`config.mk`:
```
export PLATFORM = sky130hd
export DESIGN_NAME = lvr_device_flat
export DESIGN_NICKNAME = d
export VERILOG_FILES = /design/src/lvr_pkg.sv /design/src/lvr_link_if.sv /design/src/lvr_device.sv /design/src/flat_wrapper.sv
export SDC_FILE = /design/constraint.sdc
export NUM_CORES = 1
export LEC_CHECK = 0
export BUFFER_PORTS_ARGS = -buffer_cell sky130_fd_sc_hd__buf_2
export CAP_MARGIN = 5
export CORE_ASPECT_RATIO = 0.6
export CORE_MARGIN = 1
export CORE_UTILIZATION = 39
export DETAILED_ROUTE_END_ITERATION = 10
export PLACE_DENSITY = 0.65
export SYNTH_ARGS = -nofsm -noshare
export SYNTH_HDL_FRONTEND = slang
export SYNTH_SLANG_ARGS = --single-unit
```
`constraint.sdc`:
```
create_clock -name clk -period 2.1 [get_ports clk]
set_input_delay 0.42 -clock clk [delete_from_list [all_inputs] [get_ports clk]]
set_output_delay 0.42 -clock clk [all_outputs]
set_load 0.1 [all_outputs]
```
`src/lvr_pkg.sv`:
```
`default_nettype none
package lvr_pkg;
  localparam int FRAME_W = 16;
  localparam int DATA_W = 9;
  localparam int ADDR_W = 5;
  localparam int SAMPLE_W = 8;
  localparam int WR_BIT = 15;
  localparam int ADDR_LSB = 10;
  localparam int PARITY_BIT = 9;
  localparam logic [15:0] WR_MASK = 16'h8000;
  localparam logic [15:0] ADDR_MASK = 16'h7C00;
  localparam logic [15:0] DATA_MASK = 16'h01FF;
  localparam logic [4:0] ADDR_CH1_LATEST = 5'h0A;
  localparam logic [4:0] ADDR_CH1_ON = 5'h0B;
  localparam logic [4:0] ADDR_CH1_OFF = 5'h0C;
  localparam logic [4:0] ADDR_CH2_LATEST = 5'h0D;
  localparam logic [4:0] ADDR_CH2_ON = 5'h0E;
  localparam logic [4:0] ADDR_CH2_OFF = 5'h0F;
  localparam logic [4:0] ADDR_SOFT_RESET = 5'h10;
  localparam logic [8:0] SOFT_RESET_KEY = 9'h0C3;
  localparam logic [8:0] CAPTURE_RESET = 9'h000;
  // volts per code step, in millivolts
  localparam int MV_PER_CODE = 260;
  // axi register map of the host controller
  localparam logic [3:0] AXI_CMD = 4'h0;
  localparam logic [3:0] AXI_STATUS = 4'h4;
  localparam logic [3:0] AXI_RDATA = 4'h8;
  localparam int CMD_GO_BIT = 31;
  localparam int CMD_WR_BIT = 16;
  localparam logic [1:0] RESP_OKAY = 2'b00;
  localparam logic [1:0] RESP_SLVERR = 2'b10;
  typedef enum logic [1:0] {
    LVR_IDLE = 2'b00,
    LVR_SHIFT = 2'b01,
    LVR_DONE = 2'b10
  } lvr_state_t;
endpackage
`default_nettype wire

```
`src/lvr_link_if.sv`:
```
`default_nettype none
interface lvr_link_if;
  logic sclk;
  logic cs_n;
  logic mosi;
  logic miso;
  modport device (input sclk, input cs_n, input mosi, output miso);
  modport host (output sclk, output cs_n, output mosi, input miso);
endinterface
`default_nettype wire

```
`src/lvr_device.sv`:
```
// The AXI4-Lite register port was left to the implementer.
`default_nettype none
// Overview of operation
// - on-phase register holds sample before dim fall
// - off-phase register holds sample before dim rise
// - one code step is 0.26 volt
// - latest bit 8 is dim level at start
// - latest bits 7-0 newest sample, both channels
// - writing 0x0C3 to reset restores defaults; here it only pulses soft_reset_pulse, captures keep their values
// - soft reset reads back as zero
// - frame bit 15 is write flag
// - address sits in bits 14 to 10
// - write data in bits 8 to 0
// - bit 9 makes whole frame odd parity
// - addresses 0x0A to 0x10 decoded as listed
// - conversions run free of dim input
module lvr_device
  import lvr_pkg::*;
#(
  parameter int NUM_CH = 2
) (
  input wire logic clk,
  input wire logic rst_n,
  lvr_link_if.device link,
  input wire logic [NUM_CH-1:0] conv_start,
  input wire logic [NUM_CH-1:0] conv_done,
  input wire logic [NUM_CH*SAMPLE_W-1:0] conv_result,
  input wire logic [NUM_CH-1:0] dim_input,
  output logic soft_reset_pulse,
  output logic parity_error
);
  ////////////////////////////////////////////////////////////////////////////
  // capture side: one latest, on-phase and off-phase word per channel
  logic [DATA_W-1:0] latest [NUM_CH];
  logic [DATA_W-1:0] on_phase [NUM_CH];
  logic [DATA_W-1:0] off_phase [NUM_CH];
  logic [NUM_CH-1:0] dim_q;
  logic [NUM_CH-1:0] dim_at_start;
  logic [NUM_CH-1:0] have_sample;
  logic [NUM_CH-1:0] dim_fell;
  logic [NUM_CH-1:0] dim_rose;

  // codes step MV_PER_CODE millivolts; the raw adc code is kept unscaled
  assign dim_fell = dim_q & ~dim_input;
  assign dim_rose = ~dim_q & dim_input;

  genvar g;
  generate
    for (g = 0; g < NUM_CH; g++) begin : g_ch
      // previous dim level; resets to the idle low level so no false edge
      always_ff @(posedge clk) begin
        if (!rst_n) begin
          dim_q[g] <= 1'b0;
        end else begin
          dim_q[g] <= dim_input[g];
        end
      end

      // conversions start whenever the converter likes
      always_ff @(posedge clk) begin
        if (!rst_n) begin
          dim_at_start[g] <= 1'b0;
        end else if (conv_start[g]) begin
          dim_at_start[g] <= dim_input[g];
        end
      end

      // an edge before the first sample must not capture the reset word
      always_ff @(posedge clk) begin
        if (!rst_n) begin
          have_sample[g] <= 1'b0;
        end else if (conv_done[g]) begin
          have_sample[g] <= 1'b1;
        end
      end

      // whole word written in one edge, reads never see a mix
      always_ff @(posedge clk) begin
        if (!rst_n) begin
          latest[g] <= CAPTURE_RESET;
        end else if (conv_done[g]) begin
          latest[g] <= {dim_at_start[g], conv_result[g*SAMPLE_W +: SAMPLE_W]};
        end
      end

      // snapshot the last completed sample at each dim edge; bit 8 stays zero
      always_ff @(posedge clk) begin
        if (!rst_n) begin
          on_phase[g] <= CAPTURE_RESET;
        end else if (dim_fell[g] && have_sample[g]) begin
          on_phase[g] <= {1'b0, latest[g][SAMPLE_W-1:0]};
        end
      end

      always_ff @(posedge clk) begin
        if (!rst_n) begin
          off_phase[g] <= CAPTURE_RESET;
        end else if (dim_rose[g] && have_sample[g]) begin
          off_phase[g] <= {1'b0, latest[g][SAMPLE_W-1:0]};
        end
      end
    end
  endgenerate

  ////////////////////////////////////////////////////////////////////////////
  // serial link: mode 0, msb first, 16 bits per frame; clock sampled by clk
  logic sclk_q;
  logic sclk_rise;
  logic sclk_fall;
  logic [3:0] bit_cnt;
  logic [FRAME_W-1:0] rx_shift;
  logic [FRAME_W-1:0] tx_shift;
  logic [FRAME_W-1:0] reply;
  logic [ADDR_W-1:0] frame_addr;
  logic [DATA_W-1:0] read_word;
  logic frame_done;
  logic frame_odd;
  logic [FRAME_W-1:0] next_frame;

  assign next_frame = {rx_shift[FRAME_W-2:0], link.mosi};
  assign sclk_rise = link.sclk && !sclk_q;
  assign sclk_fall = !link.sclk && sclk_q;
  assign frame_addr = rx_shift[ADDR_LSB +: ADDR_W];
  assign frame_odd = ^rx_shift;

  always_comb begin
    read_word = 9'h000;
    // decode of the register address
    if (frame_addr == ADDR_CH1_LATEST) begin
      read_word = latest[0];
    end else if (frame_addr == ADDR_CH1_ON) begin
      read_word = on_phase[0];
    end else if (frame_addr == ADDR_CH1_OFF) begin
      read_word = off_phase[0];
    end else if (frame_addr == ADDR_CH2_LATEST) begin
      read_word = latest[NUM_CH-1];
    end else if (frame_addr == ADDR_CH2_ON) begin
      read_word = on_phase[NUM_CH-1];
    end else if (frame_addr == ADDR_CH2_OFF) begin
      read_word = off_phase[NUM_CH-1];
    end else begin
      read_word = 9'h000; // soft reset reads as zero
    end
  end

  always_ff @(posedge clk) begin
    if (!rst_n) begin
      sclk_q <= 1'b0;
    end else begin
      sclk_q <= link.sclk;
    end
  end

  // a cut frame restarts the count at the next select
  always_ff @(posedge clk) begin
    if (!rst_n) begin
      bit_cnt <= 4'h0;
    end else if (link.cs_n) begin
      bit_cnt <= 4'h0;
    end else if (sclk_rise) begin
      bit_cnt <= bit_cnt + 4'h1;
    end
  end

  always_ff @(posedge clk) begin
    if (!rst_n) begin
      rx_shift <= 16'h0000;
    end else if (!link.cs_n && sclk_rise) begin
      rx_shift <= next_frame;
    end
  end

  always_ff @(posedge clk) begin
    if (!rst_n) begin
      frame_done <= 1'b0;
    end else begin
      frame_done <= !link.cs_n && sclk_rise && (bit_cnt == 4'hF);
    end
  end

  // reply of a frame is the previous frame's read data
  always_ff @(posedge clk) begin
    if (!rst_n) begin
      reply <= 16'h0000;
    end else if (frame_done) begin
      reply <= {rx_shift[FRAME_W-1:PARITY_BIT], read_word};
    end
  end

  // loaded only while deselected: the falling clock that closes a frame
  // would otherwise shift away the first bit of the fresh reply
  always_ff @(posedge clk) begin
    if (!rst_n) begin
      tx_shift <= 16'h0000;
    end else if (link.cs_n) begin
      tx_shift <= reply;
    end else if (sclk_fall) begin
      tx_shift <= {tx_shift[FRAME_W-2:0], 1'b0};
    end
  end
  assign link.miso = tx_shift[FRAME_W-1];

  // parity is judged once per complete frame
  always_ff @(posedge clk) begin
    if (!rst_n) begin
      parity_error <= 1'b0;
    end else if (frame_done) begin
      parity_error <= !frame_odd;
    end
  end

  // nothing writable lives here, so the pulse tells the rest of the device;
  // a frame with bad parity never triggers it
  always_ff @(posedge clk) begin
    if (!rst_n) begin
      soft_reset_pulse <= 1'b0;
    end else begin
      soft_reset_pulse <= frame_done && frame_odd
          && rx_shift[WR_BIT]
          && (frame_addr == ADDR_SOFT_RESET)
          && (rx_shift[DATA_W-1:0] == SOFT_RESET_KEY);
    end
  end
endmodule // lvr_device
`default_nettype wire

```
`src/flat_wrapper.sv`:
```
// flat-port wrapper written by rule: the top's interface ports become plain ports
module lvr_device_flat import lvr_pkg::*;
#(
  parameter int NUM_CH = 2
)
  (clk, rst_n, conv_start, conv_done, conv_result, dim_input, soft_reset_pulse, parity_error, link_sclk, link_cs_n, link_mosi, link_miso);
  lvr_link_if link_i ();
  input wire logic clk;
  input wire logic rst_n;
  input wire logic [NUM_CH-1:0] conv_start;
  input wire logic [NUM_CH-1:0] conv_done;
  input wire logic [NUM_CH*SAMPLE_W-1:0] conv_result;
  input wire logic [NUM_CH-1:0] dim_input;
  output logic soft_reset_pulse;
  output logic parity_error;
  input wire logic [$bits(link_i.sclk)-1:0] link_sclk;
  input wire logic [$bits(link_i.cs_n)-1:0] link_cs_n;
  input wire logic [$bits(link_i.mosi)-1:0] link_mosi;
  output wire logic [$bits(link_i.miso)-1:0] link_miso;
  assign link_i.sclk = link_sclk;
  assign link_i.cs_n = link_cs_n;
  assign link_i.mosi = link_mosi;
  assign link_miso = link_i.miso;
  lvr_device #(.NUM_CH(NUM_CH)) u_core (.clk(clk), .rst_n(rst_n), .link(link_i), .conv_start(conv_start), .conv_done(conv_done), .conv_result(conv_result), .dim_input(dim_input), .soft_reset_pulse(soft_reset_pulse), .parity_error(parity_error));
endmodule
```
; Word level (Yosys, flattened, before mapping)
; Memory sizes are Yosys's and may differ from the RTL's.
; Index checks and enable logic that the tools add are counted.
[totals]
n_memories = 3
reg_bits = 62
out_inout_bits = 3
ramBits = 50
input_bits = 27
[classes]
addsub = 1
n_reduce_logical = 19
n_mux = 33
bitwise = 11
eq_ne = 9
[mem_list]
columns = memory, words, word_bits, rd, rd_ports_with_merged_regs, write_ports, line
row1 = u_core.latest, 2, 9, 2, 0, 2, lvr_device.sv:34  ; logic [DATA_W-1:0] latest [NUM_CH];
row2 = u_core.off_phase, 2, 8, 2, 0, 2, lvr_device.sv:36  ; logic [DATA_W-1:0] off_phase [NUM_CH];
row3 = u_core.on_phase, 2, 8, 2, 0, 2, lvr_device.sv:35  ; logic [DATA_W-1:0] on_phase [NUM_CH];
[op_table]
columns = op, n
row1 = 9-bit 2-to-1 mux, 8
row2 = 16-bit 2-to-1 mux, 2
row3 = 8-bit 2-to-1 mux, 4
row4 = 5-bit by 4-bit equality test with 1-bit output (second input constant), 6
row5 = 1-bit 2-to-1 mux, 19
row6 = 16-bit parity, 1
row7 = 1-bit logical AND, 12
row8 = 9-bit by 8-bit equality test with 1-bit output (second input constant), 1
row9 = 1-bit bitwise OR, 6
row10 = 5-bit equality test (second input constant), 1
row11 = 4-bit by 1-bit adder with 4-bit output (second input constant), 1
row12 = 2-bit AND, 2
row13 = 4-bit equality test (second input constant), 1
row14 = 1-bit logical NOT, 4
row15 = 2-bit NOT, 2
row16 = 2-bit nonzero test, 1
row17 = 2-bit OR reduction, 1
row18 = 1-bit NOT, 1

; Longest topological paths before layout
[depth]
word_depth = 7
depth_mapped = 8
mapped_depth_nobuf = 6

; Least setup slack after synthesis
; Ideal clock, no wire load.
[synth_timing]
path_type = reg2reg
startpoint = reg u_core.rx_shift[10]
endpoint = reg u_core.reply[7]
path_slack_ns = 0.448
stages_incl_launch_ff = 9
period_less_slack_ns = 1.652
t_arrival_ns = 1.565
setup_time_ns = 0.087
path_buffers = 2
path_cell_list = dfxtp_1 inv_1 ha_1 buf_6 and4bb_1 buf_6 o2bb2ai_2 a31oi_1 o31ai_1
[synth_via]
elab_chain_len = 7
[synth_rtl]
columns = item, line
row1 = start: declaration, lvr_device.sv:111  ; logic [FRAME_W-1:0] rx_shift;
row2 = start signal: assignment, lvr_device.sv:169  ; rx_shift <= next_frame;
row3 = 5-bit by 4-bit equality test with 1-bit output, lvr_device.sv:139  ; end else if (frame_addr == ADDR_CH2_OFF) begin
row4 = 9-bit 2-to-1 mux, lvr_device.sv:139
row5 = 9-bit 2-to-1 mux, lvr_device.sv:137  ; end else if (frame_addr == ADDR_CH2_ON) begin
row6 = 9-bit 2-to-1 mux, lvr_device.sv:135  ; end else if (frame_addr == ADDR_CH2_LATEST) begin
row7 = 9-bit 2-to-1 mux, lvr_device.sv:133  ; end else if (frame_addr == ADDR_CH1_OFF) begin
row8 = 9-bit 2-to-1 mux, lvr_device.sv:131  ; end else if (frame_addr == ADDR_CH1_ON) begin
row9 = 9-bit 2-to-1 mux *, lvr_device.sv:129  ; if (frame_addr == ADDR_CH1_LATEST) begin
row10 = end signal: assignment, lvr_device.sv:186  ; reply <= {rx_shift[FRAME_W-1:PARITY_BIT], read_word};
row11 = end: declaration, lvr_device.sv:113  ; logic [FRAME_W-1:0] reply;
; Every way passes the cells marked *; elsewhere a longest branch is shown, timed or not.
; A chain may end at the register's enable or synchronous reset.

; Worst setup path after layout
[layout_timing]
startpoint = reg u_core.rx_shift[13]
endpoint = reg u_core.reply[3]
; The elaborated chain is that of the path after synthesis.

==> results.md <==
* Post-synthesis cell count at 484
* #FFs+latches synth at 112
* Combinational share of power at about 4.2%
* Grt ovf at 0
* Int Power at 3370 µW
* Worst clock skew at approximately 10 ps
* Port Buffer Count at 29
* I/O pin count at 30
* Final worst-path cycle share at 91.1%
* CTS Buffer Depth at 2
* DIE HEIGHT at just over 90 µm
* DRT Pass-1 Iters at 5
* WL per Instance at 16.2 µm
* R2R Path End: u_core.reply[3]
* Peak supply drop at around 0.00044 V
* Largest net degree at the start of global routing at 42
* Reg2reg start: u_core.rx_shift[13]
* Multi-input logic area at 2200 µm²
* Core Footprint at 12,900 µm²
* Antenna-violating nets left at 0
* Synthesized area per cell at 10.7 µm²
* Unique masters post-synth at 36
* Post-CTS Setup Inserts at 0
* Cell Rows at 32
* Tot Pwr at 4360 µW
* Status: completed
* DR vias at 3,564
* Required @ worst endpoint at 2360 ps
* Max Slew Vio Count at 0
* GRT Overall Usage at 17.2%
* Yosys warns at 0
* Clk network pwr share at 40.8%
* Antenna violations before repair at 0
* R2R setup slack at 190 ps
* Worst skew pair latency at 360 ps
* Chip width at 151 µm
* Layout Nets at 548
* Most frequent cells in the layout: 62 x dfxtp_1, 50 x edfxtp_1, 42 x nor2_1, 41 x nand2_1, 35 x and2_1
* HP Class: input port to flop
* Crit Path Category: flop to flop
* CTS buffer count at 9
* Commonest non-fill, non-tap cell in the layout: dfxtp_1
* Die ar. at about 14,000 µm²
* HP Start: link_sclk
* Sequential area share after synthesis at 53.0%
* Static leakage at ~0.0023 µW
* CTS clk-pin slew, worst paths at ~80 ps
* Layout area overhead at 12.4%
* DRT iter0 DRCs at 299
* FMAX at 523 MHz
* GPL Wtd Cong at 0.885
* Global-route wire length before repair at 17.9 mm
* DP Wirelength at between 8 and 9 mm
* Net Sw Power at between 900 and 1000 µW
* Final TNS setup at 0 ps
* # fillers at 1,236
* Vias in the first global route at 3,352
* Critical Path Fanout Max at 8
* Total Wirelength at around 11 mm
* Cts hold-fix bufs at 0
* Final setup vio count at 0
* Fin crit period at 1910 ps
* Path depth of the worst reg2reg path at 5
* CP Capture Type: flop
* Clock sink count at 112
* WP data arrival at 2170 ps
* Storage cell area at approximately 2700 µm²
* Max Cap Viol at 0
* Actual slew at the worst max-slew pin at 1350 ps
* Cell Pwr Density at 750 nW/µm²
* Hold_ws at 296 ps
* Hold path cells at 2
* Post-synthesis net count at ~520
* Startpoint types: flop
* Final Hold Violating Endpoints at 0
* Sequential fraction of design power at 55.0%
* Worst Hold End: u_core.sclk_q
* CTS root buf: clkbuf_16
* Slew headroom at under 10%
* Post-cts gate resize count at 0
* Layout cells sized above 1 at between 15 and 20%
* TritonCTS clock tree: yes
* Post-Syn Area at a little over 5000 µm²
* Vias per inst at between 5 and 6
* Sw Ratio at 22.8%
* Initial Utilization at 40.1%
* H-tree levels at 3
* Final core occ at approximately 45%
* DRC at 0
* RSZ-0062 raised after global routing: false
* Antenna diodes at 0
## layer usage
| layer | global-route usage, % | wire length (µm) |
|---|---|---|
| met5 | 0 | 0 |
| met4 | 4.08 | 99 |
| met3 | 4.47 | 575 |
| met2 | 23.6 | 4350 |
| met1 | 26.4 | 6060 |
## layout make-up
cell class / instances / area share [%]
inverter: 17 / 1.10
timing repair buffer: 46 / 4.86
clock inverter: 7 / 1.53
clock buffer: 9 / 3.87
sequential: 112 / 47.2
tap: 170 / 3.66
multi-input combinational: 323 / 37.8
## worst max-delay path, cell delays in order (launching register included)
cell and delay (ps):
dfxtp_1 450, ha_1 290, a21bo_1 340, o32ai_1 350
a31oi_1 110, o31ai_1 260
## synth_stat cells
master	n	area, µm²
nor4b_2	1	15.0
o32ai_1	8	70.1
buf_2	12	60.1
xnor2_1	6	52.6
a31oi_1	8	50.1
buf_4	1	7.51
nor3_1	5	25.0
and4bb_1	1	12.5
nor2_1	42	158
xor2_1	4	35.0
nand3b_1	10	75.1
a211oi_2	1	12.5
nand3b_4	1	20.0
o2bb2ai_2	8	120
o21ai_0	13	65.1
buf_6	4	45.0
buf_1	5	18.8
nand4_1	3	18.8
nand2_1	41	154
and3_1	19	119
nand4b_1	1	8.76
nand2b_4	1	13.8
a21oi_1	34	170
mux2_2	15	169
a21bo_1	1	10.0
clkbuf_1	10	37.5
edfxtp_1	50	1500
ha_1	12	150
inv_1	17	63.8
nand2b_1	7	43.8
mux2i_1	26	260
nor2b_1	11	68.8
o31ai_1	8	60.1
dfxtp_1	62	1240
xnor3_1	1	22.5
and2_1	35	219
## registers in the layout (all words and copies together), names as in the netlist
register,count
u_core.bit_cnt,4
u_core.dim_at_start,2
u_core.dim_q,2
u_core.frame_done,1
u_core.have_sample,2
u_core.latest,18
u_core.off_phase,16
u_core.on_phase,16
u_core.parity_error,1
u_core.reply,16
u_core.rx_shift,16
u_core.sclk_q,1
u_core.soft_reset_pulse,1
u_core.tx_shift,16
## cell families after synthesis
family	synth area share (%)
xor+xnor	2.13
buf+inv	4.50
mux	8.30
flops	53.0
fa+ha+maj	2.90
compound gates	10.8
simple gates	18.4
## metrics by stage
step           worst slack, ps  area (µm²)  cells
2_1_floorplan              448        5170    484
3_3_place_gp               123        5500    667
3_5_place_dp              82.0        5500    667
4_1_cts                   97.7        5810    683
5_1_grt                   69.7        5810    684
6_report                   187        5810    684
## power groups by stage
stage	registers (µW)	logic, µW	clock network, µW
global placement	2450	176	0
floorplan	2420	112	0
finish	2400	182	1780
CTS	2400	182	1820
detailed placement	2450	182	0
global route	2410	200	1890
## how the worst max path moves through the flow
stage | start | endpoint
after global routing | u_core.rx_shift[13] | u_core.reply[4]
after CTS | u_core.rx_shift[10] | u_core.reply[3]
after detailed placement | dim_input[0] | u_core.off_phase[0][7]
after floorplan | u_core.rx_shift[10] | u_core.reply[7]
final | u_core.rx_shift[13] | u_core.reply[3]
after global placement | dim_input[0] | u_core.on_phase[0][5]
No activity file was read; power rests on OpenSTA's default activity.
